### config.mk
export PLATFORM = sky130hd
export DESIGN_NAME = adc_conversion_sequencer
export DESIGN_NICKNAME = d
export VERILOG_FILES = /design/src/inc/adc_seq_pkg.sv /design/src/hw/adc_conversion_sequencer.sv
export SDC_FILE = /design/constraint.sdc
export NUM_CORES = 1
export LEC_CHECK = 0
export ABC_CLOCK_PERIOD_IN_PS = 11300
export BUFFER_PORTS_ARGS = -buffer_cell sky130_fd_sc_hd__buf_2
export CAP_MARGIN = 20
export CORE_ASPECT_RATIO = 1.1
export CORE_MARGIN = 4
export CORE_UTILIZATION = 55
export CTS_BUF_LIST = sky130_fd_sc_hd__clkbuf_4
export CTS_CLUSTER_DIAMETER = 200
export DETAILED_ROUTE_END_ITERATION = 12
export GPL_ROUTABILITY_DRIVEN = 1
export PLACE_DENSITY = 0.82
export SYNTH_ARGS = -nofsm -noshare
export SYNTH_HDL_FRONTEND = slang
export SYNTH_SLANG_ARGS = --single-unit
### constraint.sdc
create_clock -name i_clk_sys -period 11.3 [get_ports i_clk_sys]
set_input_delay 2.825 -clock i_clk_sys [delete_from_list [all_inputs] [get_ports i_clk_sys]]
set_output_delay 2.825 -clock i_clk_sys [all_outputs]
set_load 0.02 [all_outputs]
### src/inc/adc_seq_pkg.sv
// Behaviour
// - With gain trim on, each result is multiplied by trim code over 8388608.
// - Trim uses a shift-and-add on decimated clock, delaying data-ready 23 periods.
// - Next conversion runs during trim delay; conversion period is not lengthened.
// - Turning trim on leaves held result alone; only the next result is trimmed.
// - A new trim code affects only the next result, not the held one.
// - Run select 0X: one conversion or sequence cycle, then shutdown, state field 00.
// - Run select 10: one conversion or sequence cycle, then standby, state field 10.
// - Run select 11 in sequence mode: repeat cycles with inter-cycle delay; field stays 11.
// - Single shot takes one conversion period, or two with auto-zero swap.
// - In single shot, data-ready stays asserted until the host reads the result.
// - Continuous single-input: no filter reset; results every conversion period.
// - Auto-zero swap makes continuous mode back-to-back single shots, spacing doubled.
// - Sequence mode converts each selected channel once per cycle, always single shot.
// - Writing the run select mid-conversion never resets or restarts it.
// - In sequence mode the input-selector register is ignored for input choice.
// - Each sequence conversion raises data-ready and overwrites the single result.
// - Reset in single-input mode; nonzero channel mask enters sequence mode.
// - Sequence starts on state-field write of 11 or restart; holds 11 until done.
// - Channels convert from highest mask bit down to lowest.
// - Intra-cycle wait code: 000 gives 0, 001..111 give 8 doubling to 512.
package adc_seq_pkg;
	// =======================================================
	// register offsets
	localparam logic [3:0]  OFS_RESULT    = 4'h0;
	localparam logic [3:0]  OFS_ADC_MODE  = 4'h1;
	localparam logic [3:0]  OFS_THIRD_CONFIG_REGISTER   = 4'h4;
	localparam logic [3:0]  OFS_INPUT_SEL = 4'h6;
	localparam logic [3:0]  OFS_SCAN      = 4'h7;
	localparam logic [3:0]  OFS_TIMER     = 4'h8;
	localparam logic [3:0]  OFS_GAIN      = 4'ha;
	// =======================================================
	// field positions
	localparam int          RUN_SEL_MSB   = 7;
	localparam int          AZ_SWAP_BIT   = 2;
	localparam int          GTRIM_EN_BIT  = 0;
	localparam int          WAIT_MSB      = 22;
	// =======================================================
	// reset values
	localparam logic [1:0]  RST_ADC_MODE  = 2'h0;
	localparam logic [7:0]  RST_THIRD_CONFIG_REGISTER   = 8'h00;
	localparam logic [7:0]  RST_INPUT_SEL = 8'h01;
	localparam logic [23:0] RST_SCAN      = 24'h000000;
	localparam logic [23:0] RST_TIMER     = 24'h000000;
	localparam logic [23:0] RST_GAIN      = 24'h800000;
	localparam logic [23:0] RST_RESULT    = 24'h000000;
	// =======================================================
	// gain trim scale, and timing in decimated clock periods
	localparam int          GTRIM_SCALE        = 8388608;
	localparam int          GTRIM_SHIFT        = $clog2(GTRIM_SCALE);
	localparam logic [4:0]  GTRIM_LATENCY      = 5'd23;
	localparam logic [23:0] CONV_PERIOD_TICKS  = 24'h000040;
	localparam logic [9:0]  INTRA_WAIT_BASE    = 10'h004;
	localparam logic [2:0]  DRDY_AUTO_CLR_TICKS = 3'h4;
	// =======================================================
	// converter state field codes
	localparam logic [1:0]  MODE_SHUTDOWN = 2'b00;
	localparam logic [1:0]  MODE_STANDBY  = 2'b10;
	localparam logic [1:0]  MODE_CONVERT  = 2'b11;
	// sequence channel to input-selector code, index = mask bit
	localparam logic [15:0][7:0] SCAN_MUX_CODE = {
		8'h88, 8'hf8, 8'h98, 8'hde, 8'h67, 8'h45, 8'h23, 8'h01,
		8'h78, 8'h68, 8'h58, 8'h48, 8'h38, 8'h28, 8'h18, 8'h08};
	// =======================================================
	// sequencer states
	typedef enum logic [1:0] {
		ST_IDLE       = 2'b00,
		ST_CONVERT    = 2'b01,
		ST_INTRA_WAIT = 2'b10,
		ST_CYCLE_WAIT = 2'b11
	} seq_state_t;
endpackage : adc_seq_pkg

### src/hw/adc_conversion_sequencer.sv
`timescale 1ns/1ps
module adc_conversion_sequencer (
	input  wire logic        i_clk_sys,    // system clock, 40 MHz
	input  wire logic        i_rst,        // async reset, active high
	input  wire logic        i_decimated_master_clock,      // decimated master clock pin
	input  wire logic [23:0] i_adc_raw,    // filter output, valid at conversion end
	input  wire logic [3:0]  i_reg_addr,   // register offset
	input  wire logic        i_reg_wr,     // write strobe, one cycle
	input  wire logic        i_reg_rd,     // read strobe, one cycle
	input  wire logic [23:0] i_reg_wdata,  // write data
	input  wire logic        i_cmd_restart, // fast restart command pulse
	output logic      [23:0] o_reg_rdata,  // read data, one cycle after strobe
	output logic             o_irq_n,      // data ready, active low
	output logic      [1:0]  o_adc_mode,   // converter state field
	output logic      [7:0]  o_mux_sel,    // analog input selection
	output logic             o_filter_reset, // filter reset pulse
	output logic             o_converting  // conversion in progress
);
	import adc_seq_pkg::*;

	// =======================================================
	// decimated clock sampling
	logic dm_s1;
	logic dm_s2;
	logic dm_s3;
	logic tick;

	// two-flop synchroniser plus edge history
	always_ff @(posedge i_clk_sys or posedge i_rst) begin
		if (i_rst) begin
			dm_s1 <= 1'b0;
			dm_s2 <= 1'b0;
			dm_s3 <= 1'b0;
		end else begin
			dm_s1 <= i_decimated_master_clock;
			dm_s2 <= dm_s1;
			dm_s3 <= dm_s2;
		end
	end

	// one pulse per rising edge of the decimated clock
	assign tick = dm_s2 & ~dm_s3;

	// highest set bit of a channel mask
	function automatic logic [3:0] top_chan(input logic [15:0] m);
		logic [3:0] idx;
		idx = 4'h0;
		for (int i = 0; i < 16; i++) begin
			if (m[i]) begin
				idx = 4'(i);
			end
		end
		return idx;
	endfunction : top_chan

	// =======================================================
	// registers and sequencer
	seq_state_t  state, next_state;
	logic [1:0]  adc_mode, next_adc_mode;
	logic [7:0]  third_config_register, next_third_config_register;
	logic [7:0]  input_sel, next_input_sel;
	logic [23:0] scan, next_scan;
	logic [23:0] timer_val, next_timer_val;
	logic [23:0] gain, next_gain;
	logic [23:0] cnt, next_cnt;
	logic [15:0] remain, next_remain;
	logic [3:0]  chan, next_chan;
	logic [7:0]  mux_sel, next_mux_sel;
	logic        filt_rst, next_filt_rst;
	logic [23:0] rdata, next_rdata;
	logic        cap;
	logic [23:0] result;
	logic        drdy;

	logic [1:0]  run_sel;
	logic        az_swap;
	logic        scan_on;
	logic [2:0]  wait_code;
	logic [23:0] conv_len;
	logic [23:0] wait_len;

	assign run_sel   = third_config_register[RUN_SEL_MSB -: 2];
	assign az_swap   = third_config_register[AZ_SWAP_BIT];
	assign scan_on   = |scan[15:0];
	assign wait_code = scan[WAIT_MSB -: 3];
	// doubled period when inputs are swapped for auto-zero
	assign conv_len  = az_swap ? (CONV_PERIOD_TICKS << 1) : CONV_PERIOD_TICKS;
	// 0 for code 000, else 8 << (code-1)
	assign wait_len  = (wait_code == 3'h0) ? 24'h000000 : {14'h0000, INTRA_WAIT_BASE << wait_code};

	// next values of the register file and sequencer
	always_comb begin
		logic [15:0] rem;
		logic        start;
		logic        abort;
		rem            = remain;
		start          = 1'b0;
		abort          = 1'b0;
		next_state     = state;
		next_adc_mode  = adc_mode;
		next_third_config_register   = third_config_register;
		next_input_sel = input_sel;
		next_scan      = scan;
		next_timer_val = timer_val;
		next_gain      = gain;
		next_cnt       = cnt;
		next_remain    = remain;
		next_chan      = chan;
		next_filt_rst  = 1'b0;
		next_rdata     = rdata;
		cap            = 1'b0;
		unique case (state)
			ST_IDLE: begin
			end
			ST_CONVERT: begin
				if (tick) begin
					if (cnt == conv_len - 24'h000001) begin
						cap      = 1'b1;
						next_cnt = 24'h000000;
						if (scan_on) begin
							rem = remain & ~(16'h0001 << chan);
							if (rem != 16'h0000) begin
								next_remain = rem;
								next_chan   = top_chan(rem);
								if (wait_len != 24'h000000) begin
									next_state = ST_INTRA_WAIT;
								end else begin
									next_filt_rst = 1'b1;
								end
							end else if (run_sel == MODE_CONVERT) begin
								if (timer_val != 24'h000000) begin
									next_state = ST_CYCLE_WAIT;
								end else begin
									next_remain   = scan[15:0];
									next_chan     = top_chan(scan[15:0]);
									next_filt_rst = 1'b1;
								end
							end else begin
								next_state    = ST_IDLE;
								next_adc_mode = run_sel[1] ? MODE_STANDBY : MODE_SHUTDOWN;
							end
						end else if (run_sel == MODE_CONVERT) begin
							next_filt_rst = az_swap;
						end else begin
							next_state    = ST_IDLE;
							next_adc_mode = run_sel[1] ? MODE_STANDBY : MODE_SHUTDOWN;
						end
					end else begin
						next_cnt = cnt + 24'h000001;
					end
				end
			end
			ST_INTRA_WAIT: begin
				if (tick) begin
					if (cnt == wait_len - 24'h000001) begin
						next_state    = ST_CONVERT;
						next_cnt      = 24'h000000;
						next_filt_rst = 1'b1;
					end else begin
						next_cnt = cnt + 24'h000001;
					end
				end
			end
			ST_CYCLE_WAIT: begin
				if (tick) begin
					if (cnt == timer_val - 24'h000001) begin
						next_state    = ST_CONVERT;
						next_cnt      = 24'h000000;
						next_remain   = scan[15:0];
						next_chan     = top_chan(scan[15:0]);
						next_filt_rst = 1'b1;
					end else begin
						next_cnt = cnt + 24'h000001;
					end
				end
			end
		endcase
		// host writes; the sequencer looks at run select only at conversion end
		if (i_reg_wr) begin
			unique case (i_reg_addr)
				OFS_ADC_MODE: begin
					next_adc_mode = i_reg_wdata[1:0];
					start         = (i_reg_wdata[1:0] == MODE_CONVERT);
					abort         = (i_reg_wdata[1:0] != MODE_CONVERT);
				end
				OFS_THIRD_CONFIG_REGISTER:   next_third_config_register   = i_reg_wdata[7:0];
				OFS_INPUT_SEL: next_input_sel = i_reg_wdata[7:0];
				OFS_SCAN:      next_scan      = i_reg_wdata;
				OFS_TIMER:     next_timer_val = i_reg_wdata;
				OFS_GAIN:      next_gain      = i_reg_wdata;
				default: begin
				end
			endcase
		end
		if (i_cmd_restart) begin
			start         = 1'b1;
			next_adc_mode = MODE_CONVERT;
		end
		if (start) begin
			next_state    = ST_CONVERT;
			next_cnt      = 24'h000000;
			next_remain   = scan[15:0];
			next_chan     = top_chan(scan[15:0]);
			next_filt_rst = 1'b1;
		end else if (abort) begin
			next_state = ST_IDLE;
		end
		// input selection follows the sequence channel in sequence mode
		next_mux_sel = scan_on ? SCAN_MUX_CODE[next_chan] : input_sel;
		// read data, unmapped offsets read zero
		if (i_reg_rd) begin
			unique case (i_reg_addr)
				OFS_RESULT:    next_rdata = result;
				OFS_ADC_MODE:  next_rdata = {22'h000000, adc_mode};
				OFS_THIRD_CONFIG_REGISTER:   next_rdata = {16'h0000, third_config_register};
				OFS_INPUT_SEL: next_rdata = {16'h0000, input_sel};
				OFS_SCAN:      next_rdata = scan;
				OFS_TIMER:     next_rdata = timer_val;
				OFS_GAIN:      next_rdata = gain;
				default:       next_rdata = 24'h000000;
			endcase
		end
	end

	// register file and sequencer state
	always_ff @(posedge i_clk_sys or posedge i_rst) begin
		if (i_rst) begin
			state     <= ST_IDLE;
			adc_mode  <= RST_ADC_MODE;
			third_config_register   <= RST_THIRD_CONFIG_REGISTER;
			input_sel <= RST_INPUT_SEL;
			scan      <= RST_SCAN;
			timer_val <= RST_TIMER;
			gain      <= RST_GAIN;
			cnt       <= 24'h000000;
			remain    <= 16'h0000;
			chan      <= 4'h0;
			mux_sel   <= RST_INPUT_SEL;
			filt_rst  <= 1'b0;
			rdata     <= 24'h000000;
		end else begin
			state     <= next_state;
			adc_mode  <= next_adc_mode;
			third_config_register   <= next_third_config_register;
			input_sel <= next_input_sel;
			scan      <= next_scan;
			timer_val <= next_timer_val;
			gain      <= next_gain;
			cnt       <= next_cnt;
			remain    <= next_remain;
			chan      <= next_chan;
			mux_sel   <= next_mux_sel;
			filt_rst  <= next_filt_rst;
			rdata     <= next_rdata;
		end
	end

	// =======================================================
	// gain trim multiplier and result register
	logic               busy, next_busy;
	logic [4:0]         step, next_step;
	logic signed [48:0] acc, next_acc;
	logic [23:0]        raw_hold, next_raw_hold;
	logic [23:0]        code_hold, next_code_hold;
	logic [23:0]        next_result;
	logic               next_drdy;
	logic [2:0]         drdy_cnt, next_drdy_cnt;

	// serial shift-and-add, runs alongside the next conversion
	always_comb begin
		logic signed [48:0] addend;
		logic signed [48:0] acc_step;
		logic signed [48:0] prod;
		logic signed [48:0] scaled;
		logic               deliver;
		logic [23:0]        value;
		addend         = 49'(signed'(raw_hold)) <<< GTRIM_SHIFT;
		acc_step       = (acc + (code_hold[step] ? addend : 49'sd0)) >>> 1;
		prod           = acc_step + (code_hold[23] ? addend : 49'sd0);
		scaled         = prod >>> GTRIM_SHIFT;
		deliver        = 1'b0;
		value          = result;
		next_busy      = busy;
		next_step      = step;
		next_acc       = acc;
		next_raw_hold  = raw_hold;
		next_code_hold = code_hold;
		next_result    = result;
		next_drdy      = drdy;
		next_drdy_cnt  = drdy_cnt;
		if (busy && tick) begin
			if (step == GTRIM_LATENCY - 5'd1) begin
				next_busy = 1'b0;
				deliver   = 1'b1;
				// saturate to signed 24 bits
				if (scaled > 49'sh7fffff) begin
					value = 24'h7fffff;
				end else if (scaled < -49'sh800000) begin
					value = 24'h800000;
				end else begin
					value = scaled[23:0];
				end
			end else begin
				next_acc  = acc_step;
				next_step = step + 5'd1;
			end
		end
		if (cap) begin
			if (third_config_register[GTRIM_EN_BIT]) begin
				next_busy      = 1'b1;
				next_step      = 5'd0;
				next_acc       = 49'sd0;
				next_raw_hold  = i_adc_raw;
				next_code_hold = gain;
			end else begin
				deliver = 1'b1;
				value   = i_adc_raw;
			end
		end
		// auto clear only in continuous single-input mode
		if (drdy && tick && !scan_on && run_sel == MODE_CONVERT) begin
			if (drdy_cnt == DRDY_AUTO_CLR_TICKS - 3'd1) begin
				next_drdy = 1'b0;
			end else begin
				next_drdy_cnt = drdy_cnt + 3'd1;
			end
		end
		if (i_reg_rd && i_reg_addr == OFS_RESULT) begin
			next_drdy = 1'b0;
		end
		// a new result wins over a clear in the same cycle
		if (deliver) begin
			next_result   = value;
			next_drdy     = 1'b1;
			next_drdy_cnt = 3'd0;
		end
	end

	// multiplier and result state
	always_ff @(posedge i_clk_sys or posedge i_rst) begin
		if (i_rst) begin
			busy      <= 1'b0;
			step      <= 5'd0;
			acc       <= 49'sd0;
			raw_hold  <= 24'h000000;
			code_hold <= 24'h000000;
			result    <= RST_RESULT;
			drdy      <= 1'b0;
			drdy_cnt  <= 3'd0;
		end else begin
			busy      <= next_busy;
			step      <= next_step;
			acc       <= next_acc;
			raw_hold  <= next_raw_hold;
			code_hold <= next_code_hold;
			result    <= next_result;
			drdy      <= next_drdy;
			drdy_cnt  <= next_drdy_cnt;
		end
	end

	// =======================================================
	// outputs
	assign o_reg_rdata    = rdata;
	assign o_irq_n        = ~drdy;
	assign o_adc_mode     = adc_mode;
	assign o_mux_sel      = mux_sel;
	assign o_filter_reset = filt_rst;
	assign o_converting   = (state == ST_CONVERT);
endmodule : adc_conversion_sequencer

==> results of run 1 <==
## worst min-delay path by stage
stage,start,to,slack [ps]
floorplan,dm_s1$_DFF_PP0_,dm_s2$_DFF_PP0_,330
global placement,dm_s1$_DFF_PP0_,dm_s2$_DFF_PP0_,340
detailed placement,dm_s1$_DFF_PP0_,dm_s2$_DFF_PP0_,340
CTS,dm_s1$_DFF_PP0_,dm_s2$_DFF_PP0_,350
global route,dm_s1$_DFF_PP0_,dm_s2$_DFF_PP0_,350
finish,dm_s1$_DFF_PP0_,dm_s2$_DFF_PP0_,340
## power breakdown
group          internal (W)  switching [W]
Clock              0.000448       0.000438
Sequential          0.00112       0.000188
Combinational      0.000263       0.000337
Total               0.00183       0.000963
## through the flow
step,area (sq um),setup WS (ps),cells,hold WS [ps]
after CTS,19600,3050,2587,349
after detailed placement,18700,3110,2455,336
after global routing,19700,2880,2589,352
after global placement,18700,3310,2453,337
final,19700,3380,2589,345
after floorplan,17900,758,2032,331
## layout by cell type (no fill, tap or decap), types with 12 or more instances in the layout
master	count
a21o_1	23
and3_1	18
nor2b_1	35
o211ai_1	14
o21ai_0	119
or3_1	31
inv_1	69
nand2b_1	18
nand3_1	62
nor2_1	125
o31ai_1	18
and2_1	32
nor4_1	17
nor3_1	39
o21a_1	12
a221oi_1	23
mux2i_1	16
mux2_2	91
nand4_1	15
buf_2	94
a22oi_1	14
nand2_1	295
buf_4	23
dfrtp_1	277
ha_1	62
a31oi_1	13
clkbuf_4	110
a21oi_1	132
o22ai_1	32
a22o_1	32
xnor2_1	50
xor2_1	43
## sequential cells by signal, indices dropped and copies added, names as in the netlist, 3 cells and up
name and count:
scan 24, acc 26, code_hold 24, raw_hold 24, timer_val 24, third_config_register 8
result 24, o_mux_sel 8, input_sel 8, remain 16, cnt 24, gain 24
chan 4, drdy_cnt 3, step 5, o_reg_rdata 24
## logic make-up (layout without fill, tap and decap cells)
family | count (synthesis) | in the layout | share of synthesized area
XOR/XNOR | 94 | 94 | 0.0467
buffers and inverters | 194 | 324 | 0.0424
AND/OR/NAND/NOR | 758 | 758 | 0.208
flip-flops | 280 | 280 | 0.391
other | 0 | 1 | 0
AO/OA/AOI/OAI | 529 | 529 | 0.193
multiplexers | 113 | 113 | 0.0736
adder cells (fa/ha/maj) | 64 | 64 | 0.0455
## per-layer routing
| layer | GRT usage | share of wire |
|---|---|---|
| met2 | 0.478 | 0.48 |
| met5 | 0 | 0.00019 |
| met3 | 0.0567 | 0.088 |
| met4 | 0.123 | 0.041 |
| met1 | 0.368 | 0.39 |
## area by class of cell
type	instances	area (sq um)	area share
inverters	72	280	0.0143
flip-flops and latches	280	7010	0.357
clock inverters	22	95.1	0.00484
well taps	426	533	0.0271
clock buffers	110	826	0.0420
multi-input cells	1558	10200	0.519
diodes	1	2.50	0.000127
repair buffers	120	713	0.0363
==> metrics, run 1 <==
total power after layout=0.00279 W; number of clock sinks seen by CTS=between 200 and 300; critical path's slowest cell=nor2_2; via count normalized by instance count=6.30; DIE HEIGHT=between 150 and 200 microns; number of cells on the worst reg-to-reg path=27; shortest clock period the worst path allows after layout=~7900 ps; Setup Total Neg Slack=0 ps; Iteration-0 DRC Markers=1,664; flop2flop setup slack=around 3400 ps; number of warnings printed during yosys synthesis=0; count of flip-flops with a built-in enable after synthesis=0; TritonCTS clock tree=done; buffer type at the clock tree root=clkbuf_4; fraction of final layout cells sized beyond drive strength 1=0.180; largest fanout of any net on the critical path=19; clock-pin slew on the worst setup and hold paths=60 ps; dominant synthesized flop cell=dfrtp_1; DIE WIDTH=180 microns; delay of the slowest cell on the worst path=670 ps; portion of the clock cycle consumed by the worst path in the final layout=0.701; vias after detailed routing=16,304; capturing instance or port of the critical path=result[5]$_DFFE_PP0N_; initial antenna violation count=2; Post-Route WL=52.0 mm; setup repair after global routing missed its margin=false; crit-path leading delay family=compound AO/OA/AOI/OAI gates; total half-perimeter wirelength after legalization and detailed placement=between 30 and 40 mm; count of standard-cell rows=69; area share of the largest cell type after synthesis=0.386; # DRC=0; upper clock frequency limit=~0.13 GHz; Async SR Flop Fraction=1.00; H-tree lvl count=3; max-slew violation count=0; main area contributors after synthesis=dfrtp_1 (39%), nand2_1 (6.2%), mux2_2 (5.7%), ha_1 (4.3%), a21oi_1 (3.7%); core region area=32,300 sq um; crit path DAT=approximately 8500 ps; Worst R2R Start=step[1]$_DFF_PP0_; leakage power of the design=9.10 nW; max cap viols=0; most frequently used cell type in the post-synthesis netlist=nand2_1; pin count of the biggest net entering global routing=between 80 and 90; Slew headroom=0.356; global-route congestion overflow total=0; data required time at the worst endpoint=11,850 ps; hold buffer count at CTS=0; post-CTS setup buffer count=0; count of port buffers added during placement=94; synthesized netlist net count=approximately 2,200; Longest Clk Path Bufs=3; effective utilization at floorplan=0.555; die outline area=about 36,000 sq um; all-layer global routing usage=0.287; Worst-Margin Slew=965 ps; vias in the first global route=15,982; logic depth of the worst path, buffers included=27; fill cell count=2,790; worst hold-check path type=flop to flop; kind of start point of the critical path=flop; element type at the critical path end=flop; number of endpoints with negative hold slack in the final report=0; clock network latency to the later pin of the worst-skew pair=770 ps; most prevalent standard cell on the critical path=a21oi_1; clock skew after layout=63.0 ps; source of the critical timing path=step[1]$_DFF_PP0_; R2R Path End=result[5]$_DFFE_PP0N_; FF+latch count, synth=280; Cell Pwr Density=142 nW/um^2; status=finished, final reports clean; Top-Level Pins=95; number of distinct library cells after synthesis=96; leading area contributor after synthesis=dfrtp_1; per-cell routed wire length=roughly 20 microns; Mapped Avg Cell Area=8.83 sq um; maximum resistive drop on vdd=74.7 uV; layout overhead on the synthesized area=9.58%; GP Congestion=0.989; sequential share of the synthesized area=0.391; number of buffers and inverters on the critical path=1; cell area after synthesis=around 18,000 sq um; first-pass GRT wire length=~84 mm; Final setup viols=0; count of TritonRoute iterations in the first routing pass=6; most numerous cell types in the synthesized netlist=nand2_1 (296), dfrtp_1 (277), a21oi_1 (133); number of buffers created by CTS=76; fraction of the core area covered by cells at the end of the flow=0.609; Cells on Worst Hold Path=0; # nets final=2,230; path type of the worst setup path=flop to flop; Resize count post-CTS=0; Gate Count Post-Synth=between 2,000 and 2,500; antenna viol nets, final=0
(Power assumes the default switching activity.)
==> run 2: changes to the inputs <==
ABC_CLOCK_PERIOD_IN_PS = 7300   (was 11300)
clock period = 7.3 ns   (was 11.3 ns; I/O delays follow)
==> run 2 against run 1 <==
Compared with the run above: highest routed layer is now met4; fmax up 14%; setup slack got worse by 3000 ps; core utilization up 0.82 points; combinational power up 56%; register-to-register slack worse by 3000 ps; first-iteration DRC count down 5.0%; wire length is 1.6% higher.
==> metrics, run 2 (same netlist as run 1, synthesis figures left out) <==
status=finished, final reports clean; count of TritonRoute iterations in the first routing pass=6; first-pass GRT wire length=roughly 85 mm; GP Congestion=roughly 0.96; count of standard-cell rows=69; layout overhead on the synthesized area=11.1%; fill cell count=2,722; # nets final=2,246; shortest clock period the worst path allows after layout=~7000 ps; largest fanout of any net on the critical path=7; Longest Clk Path Bufs=3; Top-Level Pins=95; number of clock sinks seen by CTS=280; PnR worst setup slack=333 ps; clock network latency to the later pin of the worst-skew pair=730 ps; total area of multi-input combinational cells=10,200 sq um; Post-Route WL=52.8 mm; Final setup viols=0; count of port buffers added during placement=94; crit path DAT=around 7600 ps; Worst-Margin Slew=between 900 and 1000 ps; Post-Route Hold Slack=approximately 350 ps; critical path's slowest cell=mux4_2; die outline area=35,600 sq um; setup repair after global routing missed its margin=true; fraction of final layout cells sized beyond drive strength 1=0.185; most prevalent standard cell on the critical path=buf_4; via count normalized by instance count=6.29; effective utilization at floorplan=0.555; Seq. cell area=7010 sq um; H-tree lvl count=3; number of flip-flops under the largest register name=26; number of buffers created by CTS=73; Post-Place Setup Slack=-35.2 ps; portion of the clock cycle consumed by the worst path in the final layout=0.954; register containing the most flip-flops in the final layout=acc; # DRC=0; clock skew after layout=~58 ps; DIE WIDTH=180 microns; all-layer global routing usage=0.292; most common cell after layout, fill and taps aside=nand2_1; upper clock frequency limit=0.144 GHz; total half-perimeter wirelength after legalization and detailed placement=between 30 and 40 mm; Cell Pwr Density=218 nW/um^2; vias after detailed routing=16,392; pin count of the biggest net entering global routing=172; antenna viol nets, final=0; number of endpoints with negative hold slack in the final report=0; initial antenna violation count=2; commonest cells after routing, fill and taps aside=nand2_1 (295), dfrtp_1 (276), a21oi_1 (131); kind of start point of the critical path=flop; clock-pin slew on the worst setup and hold paths=80 ps; per-cell routed wire length=20.3 microns; buffer type at the clock tree root=clkbuf_4; core region area=32,300 sq um; vias in the first global route=16,098; path type of the worst setup path=flop to flop; delay of the slowest cell on the worst path=550 ps; # placed instances=around 2,500; maximum resistive drop on vdd=110 uV; max-slew violation count=0; TritonCTS clock tree=done; Setup Total Neg Slack=0 ps; global-route congestion overflow total=0; worst hold-check path type=flop to flop; DIE HEIGHT=between 150 and 200 microns; max cap viols=0; final non-filler cell total=2,604; Iteration-0 DRC Markers=1,580; Slew headroom=0.349; leakage power of the design=just over 9 nW; data required time at the worst endpoint=around 8000 ps; element type at the critical path end=flop
-- run 2: worst max-delay path: cells and delay by family (launching register included) --
family | cells | cell delay (ps)
AND/OR/NAND/NOR | 7 | 1220
multiplexers | 3 | 1330
XOR/XNOR | 1 | 110
adder cells (fa/ha/maj) | 2 | 740
buffers and inverters | 3 | 560
AO/OA/AOI/OAI | 13 | 2440
flip-flops | 1 | 470
-- run 2: what timing repair did --
item                                    CTS  global route
hold buffers                              0             0
endpoints found under the hold margin     0             0
setup buffers                             0             7
pin swaps                                 0             4
gates resized for setup                   1            11
endpoints found under the setup margin   19            23
-- run 2: cell type report --
type / count / share of cell area
multi-input combinational: 1558 / 0.515
sequential: 280 / 0.352
timing repair buffer: 139 / 0.0463
clock buffer: 96 / 0.0362
tap: 426 / 0.0268
inverter: 72 / 0.0139
clock inverter: 29 / 0.00986
antenna: 4 / 0.000503
-- run 2: path summary, 6_finish.rpt --
kind	startpoint	end	slack [ps]	cells past startpoint
hold reg to reg	dm_s1$_DFF_PP0_	dm_s2$_DFF_PP0_	350	0
min in group asynchronous	i_rst	o_reg_rdata[12]$_DFFE_PP0P_	1040	2
max in group asynchronous	i_rst	acc[27]$_DFF_PP0_	4390	4
setup / recovery	step[1]$_DFF_PP0_	result[1]$_DFFE_PP0N_	330	29
hold / removal	dm_s1$_DFF_PP0_	dm_s2$_DFF_PP0_	350	0
setup reg to reg	step[1]$_DFF_PP0_	result[1]$_DFFE_PP0N_	330	29
-- run 2: power breakdown --
group | leakage [nW] | switching [W] | internal [W] | total (W)
registers | 3.53 | 0.000296 | 0.00173 | 0.00203
logic | 5.13 | 0.000527 | 0.000408 | 0.000935
clock network | 0.544 | 0.000658 | 0.000721 | 0.00138
total | 9.20 | 0.00148 | 0.00286 | 0.00434
-- run 2: through the flow --
stage | util | area, sq um | total power [W]
2_1_floorplan | - | 17900 | 0.00264
3_3_place_gp | 0.581 | 18800 | 0.00292
3_5_place_dp | 0.584 | 18800 | 0.00296
4_1_cts | 0.612 | 19800 | 0.00435
5_1_grt | 0.617 | 19900 | 0.00458
6_report | 0.617 | 19900 | 0.00434
-- run 2: layer usage --
metal	track usage	part of all wire	routed length, microns
met5	0	0	0
met4	0.137	0.045	2360
met3	0.0506	0.071	3720
met2	0.487	0.48	25200
met1	0.374	0.41	21500
==> run 3: changes to the inputs <==
--- a/config.mk
+++ b/config.mk
@@ -13,5 +13,5 @@
 export CORE_UTILIZATION = 55
 export CTS_BUF_LIST = sky130_fd_sc_hd__clkbuf_4
-export CTS_CLUSTER_DIAMETER = 200
+export CTS_CLUSTER_DIAMETER = 120
 export DETAILED_ROUTE_END_ITERATION = 12
 export GPL_ROUTABILITY_DRIVEN = 1
==> constraint.sdc (replaced) <==
create_clock -name i_clk_sys -period 7.3 [get_ports i_clk_sys]
set_input_delay 1.46 -clock i_clk_sys [delete_from_list [all_inputs] [get_ports i_clk_sys]]
set_output_delay 1.46 -clock i_clk_sys [all_outputs]
set_load 0.02 [all_outputs]
==> run 3 against run 2 <==
Compared with the run above: largest cell class unchanged; wire length hardly changed; final area increased by 0.35%; clock-buffer cell count increased by 17; fmax grew 0.66%; highest routed layer unchanged; largest power group unchanged.
==> metrics, run 3 (same netlist as run 1, synthesis figures left out) <==
leakage power of the design=9.26 nW; pin count of the biggest net entering global routing=164; shortest clock period the worst path allows after layout=between 6000 and 7000 ps; DIE WIDTH=180 microns; number of endpoints with negative hold slack in the final report=0; critical path's slowest cell=mux4_2; Seq. cell area=7010 sq um; number of buffers created by CTS=75; number of cells on the worst reg-to-reg path=29; number of flip-flops under the largest register name=26; Worst-Margin Slew=1070 ps; clock network latency to the later pin of the worst-skew pair=760 ps; max-slew violation count=0; clock-pin slew on the worst setup and hold paths=around 70 ps; commonest cells after routing, fill and taps aside=nand2_1 (295), dfrtp_1 (275), a21oi_1 (131); maximum resistive drop on vdd=around 110 uV; via count normalized by instance count=6.28; kind of start point of the critical path=flop; Longest Clk Path Bufs=3; Cell Pwr Density=221 nW/um^2; buffer type at the clock tree root=clkbuf_4; layout overhead on the synthesized area=11.4%; crit-path leading delay family=compound AO/OA/AOI/OAI gates; element type at the critical path end=flop; upper clock frequency limit=roughly 0.14 GHz; total power after layout=0.00441 W; GP Congestion=0.963; per-cell routed wire length=20.2 microns; data required time at the worst endpoint=7910 ps; # nets final=2,250; all-layer global routing usage=0.289; H-tree lvl count=3; capturing instance or port of the critical path=result[1]$_DFFE_PP0N_; portion of the clock cycle consumed by the worst path in the final layout=0.948; Post-Route Hold Slack=347 ps; die outline area=35,600 sq um; R2R Path End=result[1]$_DFFE_PP0N_; count of TritonRoute iterations in the first routing pass=6; number of clock sinks seen by CTS=280; fill cell count=~2,700; # DRC=0; fraction of final layout cells sized beyond drive strength 1=0.192; first-pass GRT wire length=84.0 mm; setup repair after global routing missed its margin=false; total half-perimeter wirelength after legalization and detailed placement=around 39 mm; worst hold-check path type=flop to flop; vias in the first global route=15,932; antenna viol nets, final=0; Slew headroom=0.287; Worst R2R Start=step[1]$_DFF_PP0_; clock skew after layout=78.7 ps; vias after detailed routing=16,416; crit path DAT=around 7500 ps; Final setup viols=0; source of the critical timing path=step[1]$_DFF_PP0_; delay of the slowest cell on the worst path=560 ps; count of port buffers added during placement=94; Post-Route WL=around 53 mm; effective utilization at floorplan=0.555; most common cell after layout, fill and taps aside=nand2_1; total area of multi-input combinational cells=10,300 sq um; max cap viols=0; count of standard-cell rows=69; largest fanout of any net on the critical path=23; number of buffers and inverters on the critical path=4; Iteration-0 DRC Markers=1,701; register containing the most flip-flops in the final layout=acc; global-route congestion overflow total=0; initial antenna violation count=2; TritonCTS clock tree=done; flop2flop setup slack=roughly 380 ps; Setup Total Neg Slack=0 ps; path type of the worst setup path=flop to flop; status=finished, final reports clean; fraction of the core area covered by cells at the end of the flow=0.619; logic depth of the worst path, buffers included=29; DIE HEIGHT=197 microns; Top-Level Pins=between 90 and 100; core region area=32,300 sq um
==> run 3: stage by stage <==
step	setup WS, ps	area (sq um)	instances
detailed placement	-223	18800	2466
CTS	6.36	19800	2599
global placement	117	18800	2464
floorplan	322	17900	2032
global route	16.0	20000	2612
finish	379	20000	2612
==> run 3: where the power goes <==
group          switching (W)  internal, W
Sequential          0.000293      0.00173
Clock               0.000676     0.000777
Combinational       0.000523     0.000409
==> run 3: worst min path at each step <==
stage / from / to / slack (ps) / cells past startpoint
2_1_floorplan: dm_s1$_DFF_PP0_ / dm_s2$_DFF_PP0_ / 330 / 0
3_3_place_gp: dm_s1$_DFF_PP0_ / dm_s2$_DFF_PP0_ / 330 / 0
6_report: dm_s1$_DFF_PP0_ / dm_s2$_DFF_PP0_ / 350 / 0
3_5_place_dp: dm_s1$_DFF_PP0_ / dm_s2$_DFF_PP0_ / 330 / 0
5_1_grt: dm_s1$_DFF_PP0_ / dm_s2$_DFF_PP0_ / 360 / 0
4_1_cts: dm_s1$_DFF_PP0_ / dm_s2$_DFF_PP0_ / 350 / 0
==> run 3: routing by layer <==
layer  GRT usage  part of all wire
met3      0.0536             0.082
met5           0                 0
met4       0.127             0.044
met2       0.485              0.48
met1       0.370              0.39
==> run 3: timing repair <==
action | in CTS | in global routing
setup buffers | 0 | 10
gates resized for setup | 1 | 15
pin swaps | 0 | 6
hold endpoints to repair | 0 | 0
endpoints found under the setup margin | 19 | 23
hold buffers | 0 | 0
==> run 3: cell type report <==
cell class              instances  share of cell area
multi-input cells            1558               0.513
flip-flops and latches        280               0.351
repair buffers                141              0.0463
clock buffers                 113              0.0424
well taps                     426              0.0267
inverters                      72              0.0138
clock inverters                20             0.00664
diodes                          2            0.000250
